===== src/core/acp_defs.vh =====
// constants for the converter serial control port
`ifndef ACP_DEFS_VH
`define ACP_DEFS_VH

// ------------------------------------------------------------------
// control word layout
// ------------------------------------------------------------------
`define ACP_CTRL_BITS      5
`define ACP_CTRL_CHAN_MSB  4
`define ACP_CTRL_CHAN_LSB  2
`define ACP_CTRL_CONV_BIT  1
`define ACP_CTRL_PDN_BIT   0
`define ACP_CTRL_RESET     5'h00
`define ACP_COMMIT_EDGE    3'h5

// ------------------------------------------------------------------
// read frame layout and timing
// ------------------------------------------------------------------
`define ACP_FRAME_BITS     16
`define ACP_RESULT_BITS    12
`define ACP_CLK_MHZ        10
`define ACP_SCLK_HALF_NS   200
`define ACP_SCLK_HALF_CYC  ((`ACP_SCLK_HALF_NS * `ACP_CLK_MHZ) / 1000)

`endif


===== src/core/acp_serial_port.v =====
// serial read/write port of the eight-channel converter
`timescale 1ns/1ns
`include "acp_defs.vh"
module acp_serial_port #(
  parameter SCLK_HALF  = `ACP_SCLK_HALF_CYC,
  parameter FRAME_BITS = `ACP_FRAME_BITS
) (
  // clock and reset
  input  wire        clk,
  input  wire        arst_n,
  // static mode pin: low = device clocks, high = host clocks
  input  wire        clocking_mode_select,
  // serial clock pin
  input  wire        sclkIn,
  output reg         sclkOut,
  output reg         sclkOe,
  // read frame pin
  input  wire        readFrameNIn,
  output reg         readFrameNOut,
  output reg         readFrameNOe,
  // write frame and data pins
  input  wire        writeFrameN,
  input  wire        dataIn,
  output reg         dataOut,
  output reg         dataOutOe,
  // conversion engine side
  input  wire [11:0] resultData,
  input  wire        resultValid,
  output reg  [2:0]  channelSel,
  output reg         powerDown,
  output reg         convStart,
  output reg         ctrlUpdate,
  output reg         settleCharge
);

  // ------------------------------------------------------------------
  // pin synchronisers
  // ------------------------------------------------------------------
  wire [4:0] syncBus;
  wire       modeExt;
  wire       sclkS;
  wire       readFrameNS;
  wire       writeFrameNS;
  wire       dataInS;

  acp_sync #(
    .WIDTH   (5)
  ) uSync (
    .clk     (clk),
    .arst_n  (arst_n),
    .asyncIn ({clocking_mode_select, sclkIn, readFrameNIn, writeFrameN, dataIn}),
    .syncOut (syncBus)
  );

  assign modeExt      = syncBus[4];
  assign sclkS        = syncBus[3];
  assign readFrameNS  = syncBus[2];
  assign writeFrameNS = syncBus[1];
  assign dataInS      = syncBus[0];

  // ------------------------------------------------------------------
  // state
  // ------------------------------------------------------------------
  reg        sclkPrev_q;
  reg        readFramePrev_q;
  reg        writeFramePrev_q;
  reg [15:0] halfCnt_q;
  reg        selfRead_q;
  reg [2:0]  wrCnt_q;
  reg [4:0]  ctrlShift_q;
  reg [4:0]  bitCnt_q;
  reg        skipRise_q;
  reg [FRAME_BITS-1:0] outShift_q;
  reg [14:0] outReg_q;
  reg [14:0] holdWord_q;
  reg        pending_q;

  wire extRise;
  wire extFall;
  wire tick;
  wire selfRun;
  wire selfToggle;
  wire sclkRise;
  wire sclkFall;
  wire readBusy;
  wire readFrameFall;
  wire [FRAME_BITS-1:0] frameWord;

  // edges of the host clock, found on the sampled pin
  assign extRise = modeExt & sclkS & ~sclkPrev_q;
  assign extFall = modeExt & ~sclkS & sclkPrev_q;

  // own clock runs during a write frame or an own read frame
  assign tick       = (halfCnt_q == SCLK_HALF[15:0] - 16'h0001);
  assign selfRun    = ~modeExt & (~writeFrameNS | selfRead_q);
  assign selfToggle = tick & (selfRun | ~sclkOut);
  assign sclkRise   = modeExt ? extRise : (selfToggle & ~sclkOut);
  assign sclkFall   = modeExt ? extFall : (selfToggle & sclkOut);

  assign readBusy      = modeExt ? ~readFrameNS : selfRead_q;
  assign readFrameFall = modeExt & ~readFrameNS & readFramePrev_q;
  // leading zero, three address bits, result msb first
  assign frameWord     = {1'b0, outReg_q};

  // ------------------------------------------------------------------
  // pin history and own serial clock divider
  // ------------------------------------------------------------------
  always @(posedge clk or negedge arst_n)
  begin
    if (!arst_n)
    begin
      sclkPrev_q       <= 1'b1;
      readFramePrev_q  <= 1'b1;
      writeFramePrev_q <= 1'b1;
      halfCnt_q        <= 16'h0000;
      sclkOut          <= 1'b1;
      sclkOe           <= 1'b0;
      readFrameNOe     <= 1'b0;
    end
    else
    begin
      sclkPrev_q       <= sclkS;
      readFramePrev_q  <= readFrameNS;
      writeFramePrev_q <= writeFrameNS;
      sclkOe           <= ~modeExt;
      readFrameNOe     <= ~modeExt;
      if (tick || (!selfRun && sclkOut))
        halfCnt_q <= 16'h0000;
      else
        halfCnt_q <= halfCnt_q + 16'h0001;
      if (selfToggle)
        sclkOut <= ~sclkOut;         // idles high between frames
    end
  end

  // ------------------------------------------------------------------
  // control register write
  // ------------------------------------------------------------------
  localparam [4:0] CTRL_RST    = `ACP_CTRL_RESET;
  localparam [2:0] COMMIT_EDGE = `ACP_COMMIT_EDGE;
  localparam [4:0] LAST_BIT    = FRAME_BITS[4:0];

  reg                  readBusyPrev_q;
  wire                 readEnd;
  wire                 writeFrameFall;
  wire [FRAME_BITS-1:0] freshWord;

  assign readEnd        = readBusyPrev_q & ~readBusy;
  assign writeFrameFall = ~writeFrameNS & writeFramePrev_q;
  assign freshWord      = {1'b0, channelSel, resultData};

  // five bits shift in on falling edges, the sixth falling edge commits
  always @(posedge clk or negedge arst_n)
  begin
    if (!arst_n)
    begin
      wrCnt_q      <= 3'h0;
      ctrlShift_q  <= 5'h00;
      channelSel   <= CTRL_RST[`ACP_CTRL_CHAN_MSB:`ACP_CTRL_CHAN_LSB];
      powerDown    <= CTRL_RST[`ACP_CTRL_PDN_BIT];
      convStart    <= 1'b0;
      ctrlUpdate   <= 1'b0;
      settleCharge <= 1'b0;
    end
    else
    begin
      convStart  <= 1'b0;
      ctrlUpdate <= 1'b0;
      if (writeFrameNS)
        wrCnt_q <= 3'h0;
      else if (sclkFall && wrCnt_q <= COMMIT_EDGE)
      begin
        wrCnt_q <= wrCnt_q + 3'h1;                         // saturates at six
        if (wrCnt_q < COMMIT_EDGE)
          ctrlShift_q <= {ctrlShift_q[3:0], dataInS};
        else
        begin
          // sixth falling edge loads the register
          channelSel   <= ctrlShift_q[`ACP_CTRL_CHAN_MSB:`ACP_CTRL_CHAN_LSB];
          powerDown    <= ctrlShift_q[`ACP_CTRL_PDN_BIT];
          convStart    <= ctrlShift_q[`ACP_CTRL_CONV_BIT];
          ctrlUpdate   <= 1'b1;
          settleCharge <= 1'b0;                            // pulse starts to discharge
        end
      end
      // settle pulse charges when a write frame opens; set wins
      if (writeFrameFall)
        settleCharge <= 1'b1;
    end
  end

  // ------------------------------------------------------------------
  // output register
  // ------------------------------------------------------------------
  // a result arriving during a read waits for the frame to end
  always @(posedge clk or negedge arst_n)
  begin
    if (!arst_n)
    begin
      readBusyPrev_q <= 1'b0;
      outReg_q       <= 15'h0000;
      holdWord_q     <= 15'h0000;
      pending_q      <= 1'b0;
    end
    else
    begin
      readBusyPrev_q <= readBusy;
      if (resultValid && readBusy)
      begin
        holdWord_q <= {channelSel, resultData};
        pending_q  <= 1'b1;
      end
      else if (resultValid)
      begin
        outReg_q  <= {channelSel, resultData};
        pending_q <= 1'b0;
      end
      else if (readEnd && pending_q)
      begin
        outReg_q  <= holdWord_q;
        pending_q <= 1'b0;
      end
    end
  end

  // ------------------------------------------------------------------
  // read frame shifter
  // ------------------------------------------------------------------
  // lead bit at frame start, rising edges launch the rest msb first
  always @(posedge clk or negedge arst_n)
  begin
    if (!arst_n)
    begin
      selfRead_q    <= 1'b0;
      readFrameNOut <= 1'b1;
      outShift_q    <= {FRAME_BITS{1'b0}};
      bitCnt_q      <= 5'h00;
      skipRise_q    <= 1'b0;
      dataOut       <= 1'b0;
      dataOutOe     <= 1'b0;
    end
    else if (!modeExt && !selfRead_q && resultValid)
    begin
      // own frame opens at end of conversion
      selfRead_q    <= 1'b1;
      readFrameNOut <= 1'b0;
      outShift_q    <= freshWord;
      bitCnt_q      <= 5'h01;
      skipRise_q    <= 1'b0;
      dataOut       <= freshWord[FRAME_BITS-1];
      dataOutOe     <= 1'b1;
    end
    else if (readFrameFall)
    begin
      // host frame: lead bit now, first rise repeats it if clock was low
      outShift_q <= frameWord;
      bitCnt_q   <= 5'h01;
      skipRise_q <= ~sclkS;
      dataOut    <= frameWord[FRAME_BITS-1];
      dataOutOe  <= 1'b1;                                  // only inside a read frame
    end
    else if (modeExt && readFrameNS)
      dataOutOe <= 1'b0;                                   // frame rise floats line
    else if (sclkRise && readBusy && dataOutOe)
    begin
      if (skipRise_q)
        skipRise_q <= 1'b0;
      else if (bitCnt_q == LAST_BIT)
      begin
        // edge after the last bit ends the transfer
        dataOutOe     <= 1'b0;
        selfRead_q    <= 1'b0;
        readFrameNOut <= 1'b1;
      end
      else
      begin
        // read keeps going past the control commit
        dataOut    <= outShift_q[FRAME_BITS-2];
        outShift_q <= {outShift_q[FRAME_BITS-2:0], 1'b0};
        bitCnt_q   <= bitCnt_q + 5'h01;
      end
    end
  end

endmodule


===== src/core/acp_sync.v =====
// two flip-flop synchroniser for pin inputs
`timescale 1ns/1ns
module acp_sync #(
  parameter WIDTH = 1
) (
  // clock and reset
  input  wire             clk,
  input  wire             arst_n,
  // asynchronous inputs and synchronised copies
  input  wire [WIDTH-1:0] asyncIn,
  output wire [WIDTH-1:0] syncOut
);

  reg [WIDTH-1:0] stage1_q;
  reg [WIDTH-1:0] stage2_q;

  // first stage feeds only the second stage
  always @(posedge clk or negedge arst_n)
  begin
    if (!arst_n)
    begin
      stage1_q <= {WIDTH{1'b1}};
      stage2_q <= {WIDTH{1'b1}};
    end
    else
    begin
      stage1_q <= asyncIn;
      stage2_q <= stage1_q;
    end
  end

  assign syncOut = stage2_q;

endmodule


===== config.mk =====
export PLATFORM = sky130hd
export DESIGN_NAME = acp_serial_port
export DESIGN_NICKNAME = d
export VERILOG_FILES = /design/src/core/acp_serial_port.v /design/src/core/acp_sync.v
export VERILOG_INCLUDE_DIRS = /design/src /design/src/core
export SDC_FILE = /design/constraint.sdc
export NUM_CORES = 1
export LEC_CHECK = 0
export BUFFER_PORTS_ARGS = -buffer_cell sky130_fd_sc_hd__buf_2
export CAP_MARGIN = 40
export CORE_AREA = 10 10 111 113
export CTS_CLUSTER_SIZE = 16
export DETAILED_ROUTE_END_ITERATION = 10
export DIE_AREA = 0 0 121 123
export PLACE_DENSITY_LB_ADDON = 0.15
export SETUP_SLACK_MARGIN = 0.4
export SYNTH_ARGS = -nofsm -noshare
export SYNTH_HDL_FRONTEND = slang
export SYNTH_SLANG_ARGS = --single-unit

===== constraint.sdc =====
create_clock -name clk -period 2.5 [get_ports clk]
set_input_delay 0.625 -clock clk [delete_from_list [all_inputs] [get_ports clk]]
set_output_delay 0.625 -clock clk [all_outputs]
set_load 0.01 [all_outputs]

After elaboration in Yosys (flattened, before gate mapping) --
Index checks and enable logic that the tools add are counted.
Operators by class: add/subtract/negate cells 3, order comparisons 2, equal/unequal tests 11, muxes and demuxes 58, bitwise logic cells 23, reductions and logical operators 30
Operators by type and width (count):
- 2-to-1 mux 15 bit | 8
- 2-to-1 mux 1 bit | 41
- 2-to-1 mux 5 bit | 6
- adder 16 x 1 -> 16 bit (second input constant) | 1
- equality test 16 x 1 -> 1 bit (second input constant) | 1
- 2-to-1 mux 16 bit | 1
- bitwise AND 1 bit | 12
- AND reduction 3 bit | 4
- nonzero test 2 bit | 5
- logical AND 1 bit | 9
- inverter 1 bit | 9
- nonzero test 4 bit | 2
- 2-to-1 mux 3 bit | 2
- inequality test 2 bit (second input constant) | 3
- inequality test 3 bit (second input constant) | 2
- nonzero test 3 bit | 2
- adder 5 x 1 -> 5 bit (second input constant) | 1
- equality test 5 bit (second input constant) | 1
- AND reduction 5 bit | 1
- inequality test 2 x 1 -> 1 bit (second input constant) | 2
- inequality test 4 x 1 -> 1 bit (second input constant) | 1
- AND reduction 2 bit | 2
- AND reduction 4 bit | 1
- adder 3 x 1 -> 3 bit (second input constant) | 1
- 6 further kinds | 9
Word-level totals: flip-flop bits (word level) 103, bits of input ports 20, output and inout bits 13, word-level logic and storage cells 153

Longest topological paths before layout --
depth after elaboration 13, depth in mapped cells 8, mapped depth without buffers 7

Cells and area by module --
From an unflattened synthesis, not the netlist that was laid out.
Second synthesis, totals: cell total of the unflattened synthesis 394, area, all modules 4621.9 um2
Modules (own cells, without submodules):
- acp_serial_port | instances 1, cells an instance 384, area an instance 4359.2 um2, sequential area each 2333.5 um2
- acp_sync | instances 1, cells an instance 10, area an instance 262.8 um2, sequential area each 262.8 um2

Worst setup path after synthesis --
OpenSTA, ideal clock, no wires.
kind flip-flop to flip-flop, start point register halfCnt_q[6], end point register outShift_q[10], setup time 0.125 ns, arrival 2.351 ns, required time 2.375 ns, setup slack 0.024 ns, cell stages (with the launch flop) 7, path buffers 1, clock period less this slack 2.476 ns, cells stage by stage dfrtp_1 > or4_4 > or4_4 > o32a_2 > nand2_4 > buf_12 > mux2_4
On the way: cells in the longest elaborated chain, start to end 8
Ends and longest elaborated chain:
- start: declaration | line acp_serial_port.v:67 | reg [15:0] halfCnt_q;
- start signal: assignment | line acp_serial_port.v:130 | halfCnt_q <= halfCnt_q + 16'h0001;
- equality test 16 x 1 -> 1 bit | line acp_serial_port.v:94 | assign tick = (halfCnt_q == SCLK_HALF[15:0] - 16'h0001);
- bitwise AND 1 bit | line acp_serial_port.v:96 | assign selfToggle = tick & (selfRun | ~sclkOut);
- bitwise AND 1 bit | line acp_serial_port.v:97 | assign sclkRise = modeExt ? extRise : (selfToggle & ~sclkOut);
- 2-to-1 mux 1 bit | line acp_serial_port.v:97
- logical AND 1 bit (2 in a row) | line acp_serial_port.v:264 | else if (sclkRise && readBusy && dataOutOe)
- nonzero test 3 bit (no source line)
- AND reduction 4 bit (no source line)
- end signal: assignment | line acp_serial_port.v:247 | outShift_q <= freshWord;
- end signal: assignment | line acp_serial_port.v:256 | outShift_q <= frameWord;
- end signal: assignment | line acp_serial_port.v:279 | outShift_q <= {outShift_q[FRAME_BITS-2:0], 1'b0};
- end: declaration | line acp_serial_port.v:73 | reg [FRAME_BITS-1:0] outShift_q;
Every way passes these cells. A chain may end at the register's enable or synchronous reset.

Worst setup path in the final report --
start point register halfCnt_q[12], end point register outShift_q[13]
The elaborated chain is that of the path after synthesis.

==> summary.txt <==
====================================================================================
Logic depth of the worst register-to-register path ....................            5
Predominant post-synthesis flop cell ..................................      dfrtp_1
Routed length per placed instance .....................................      16.2 um
Part of the cycle the worst path needs ................................        95.1%
Unrepaired setup endpoints after global routing .......................          yes
Post-Place Cells ......................................................          574
Net total in the final layout .........................................          491
Proportion of synthesized flip-flops having asynchronous set or reset .         100%
Number of clock buffers inserted by TritonCTS .........................            9
Commonest cells after routing, fill and taps aside .................... 88 x dfrtp_1, 31 x buf_2, 29 x nand2_1, 29 x mux2i_1, 28 x buf_4
Drt pass-1 iters ......................................................            4
Count of flip-flops with a built-in enable after synthesis ............            0
Global Route Usage Sum ................................................        13.7%
Last element of the critical path ..................................... outShift_q[13]
Synth Cell Area ....................................................... 0.00465 sq mm
Critical path depth in cells ..........................................            5
Final number of max-transition violations .............................            0
Clock transition at the registers of the reported paths ...............      0.10 ns
Root buffer selected by CTS ...........................................     clkbuf_8
Number of global-route vias before repair .............................        3,247
Sequential element share of the synthesized area ......................        55.8%
Worst slew margin relative to its limit ...............................        65.4%
H-tree depth reported by CTS ..........................................            3
Final hold vios .......................................................            0
Number of antenna cells inserted ......................................            0
Last weighted congestion value of the routability-driven placer .......        0.773
Area of the core ...................................................... 0.0101 sq mm
Hold Worst Slack ......................................................     0.191 ns
Area added between synthesis and finish ...............................        23.6%
Routed wire length ....................................................      9.79 mm
Start of the worst register-to-register path .......................... halfCnt_q[12]
Count of buffer and inverter cells on the critical path ...............            0
Worst flop-to-flop path endpoint ...................................... outShift_q[13]
Setup violations, final ...............................................            0
Maximum number of pins on one net before global-route repair ..........           53
Clock latency at the later pin of the worst-skew pair .................      0.37 ns
Hold crit path type ................................................... input pin to asynchronous set/reset pin
Crit-path max cell delay ..............................................      0.58 ns
Initial antenna violation count .......................................            0
Result of the run ..................................................... finished clean
Total Die Area ........................................................ 0.0149 sq mm
Slowest stage cell on the critical path ...............................        or4_4
Post-DP HPWL ..........................................................      6.42 mm
Clock Skews ...........................................................    0.0115 ns
Number of remaining DRC errors ........................................            0
VDD IR-drop max .......................................................       391 uV
Post-synth cell types .................................................           51
Fin crit period .......................................................      2.38 ns
Mapped Avg Cell Area ..................................................   11.6 sq um
List of cells traversed by the critical path .......................... or4_4 -> or4_4 -> o32a_4 -> nand2_8 -> mux2_4
Data arrival time of the worst path ...................................      2.63 ns
Cell family contributing the most delay on the critical path .......... simple AND/OR/NAND/NOR gates
Critical Path Sink Type ...............................................     register
Die Span Y ............................................................       123 um
Total number of vias ..................................................        3,191
Net count of the mapped netlist .......................................          426
Worst reg2reg setup slack .............................................      0.12 ns
Total global routing overflow .........................................            0
Yosys warns ...........................................................            0
Number of flip-flops and latches in the synthesized netlist ...........          103
PD cells ..............................................................  801 mW/mm^2
Cell Rows .............................................................           37
Total Negative Setup Slacks ...........................................         0 ns
Vias per inst .........................................................         5.27
Die width .............................................................       121 um
Crit path launch ...................................................... halfCnt_q[12]
Count of non-filler cells in the finished layout ......................          606
Number of max-cap violations ..........................................            0
First-pass GRT wire length ............................................      16.4 mm
CTS sink count ........................................................          103
Most common cell after layout, fill and taps aside ....................      dfrtp_1
Startpoint-to-endpoint class of the critical path ..................... register to register
Total of buffers placed on input and output ports .....................           32
Number of top-level pins ..............................................           33
Fmax ..................................................................      420 MHz
Cell mode on critical path ............................................        or4_4
Starting utilization of the core area .................................        45.9%
Data required, critical path ..........................................      2.75 ns
Fraction of final layout cells with drive strength greater than 1 .....        38.7%
Leakage power of the design ...........................................      2.59 nW
1st-iter DRT viols ....................................................          145
Transition time of the tightest slew-check pin ........................     0.511 ns
Maximum root-to-sink buffer count .....................................            2
Synthesized instance count ............................................          400
Clock tree from TritonCTS .............................................         done
Largest fanout on the critical path ...................................            7
Worst setup SP type ...................................................     register
Number of nets still failing antenna checks after routing .............            0
====================================================================================
## cells in the mapped netlist, drive strengths merged (2+ instances only)
master  count  share of area (%)
mux2i      29                6.2
a31oi       2               0.27
a21oi      25                2.7
dfstp      15                8.5
inv        13                1.0
buf         3               0.70
mux2       37                9.8
and3        3               0.40
nor2       43                3.5
o31ai       2               0.62
o21ai      25                2.7
or4         7                1.3
nor4        4               0.54
and2        2               0.27
and4        2               0.40
nand2      30                2.6
nand3      11                1.2
o221ai      2               0.38
dfrtp      88                 47
clkbuf     10               0.81
nor2b       2               0.27
ha          6                1.6
nand4       3               0.40
a22o        2               0.38
xnor2       7                1.3
xor2        8                1.5
or3         3               0.40
## stage by stage
| stage | instance area [sq um] | total power [mW] | worst slack [ns] | util (%) |
|---|---|---|---|---|
| detailed placement | 5090 | 3.14 | 0.0412 | 50.2 |
| finish | 5750 | 4.60 | 0.121 | 56.7 |
| global route | 5750 | 4.88 | 0.0778 | 56.7 |
| global placement | 5090 | 3.10 | 0.0760 | 50.2 |
| CTS | 5410 | 4.37 | 0.118 | 53.4 |
| floorplan | 4670 | 2.82 | 0.0903 | - |
## flip-flops by register name, indices dropped and copies added (netlist names), 3 cells and up
name,count
bitCnt_q,5
channelSel,3
ctrlShift_q,5
halfCnt_q,16
holdWord_q,15
outReg_q,15
outShift_q,15
uSync.stage1_q,5
uSync.syncOut,5
wrCnt_q,3
## cell families after synthesis
group                      count (synthesis)  share of synthesized area (%)
AOI/OAI and AO/OA                         65                           8.34
xor gates and xnor gates                  15                           2.83
adders and majority gates                  6                           1.61
buffers and inverters                     26                           2.56
DFF                                      103                           55.8
muxes                                     66                           16.0
and+or+nand+nor                          119                           12.8
## what timing repair did
item / CTS / global route
gates resized for setup: 6 / 64
setup endpoints to repair: 56 / 56
cloned: 2 / 0
hold buffers: 0 / 0
pin swaps: 5 / 25
setup buffers: 8 / 6
## layer usage
layer | GRT usage [%] | vias up | wire (um)
met2 | 20.9 | 43 | 4770
met4 | 4.98 | 0 | 138
met1 | 18.5 | 1595 | 4630
met3 | 3.60 | 12 | 251
li1 | - | 1541 | -
met5 | 0 | - | 0
## where the power goes
part / switching [mW] / internal, mW
sequential: 0.209 / 1.98
clock: 0.586 / 0.572
combinational: 0.579 / 0.682
## worst reg2reg max path: stages (launching register included)
cell	delay, ns
dfrtp_1	0.43
or4_4	0.58
or4_4	0.53
o32a_4	0.27
nand2_8	0.14
mux2_4	0.31
## how the worst min path moves through the flow
stage,end,slack [ns],cells past startpoint
floorplan,bitCnt_q[0],0.33,0
global placement,uSync.syncOut[1],0.35,0
detailed placement,uSync.syncOut[3],0.35,0
CTS,wrCnt_q[2],0.19,1
global route,ctrlUpdate,0.20,1
finish,outShift_q[3],0.19,1
## area by class of cell
class                      count  area, sq um
fill                         857         4390
multi-input combinational    272         2240
clock inverter                 6         93.8
inverter                      13         48.8
timing repair buffer          66          470
sequential                   103         2600
tap                          136          170
clock buffer                  10          128
Power figures use the tool's default switching activity.
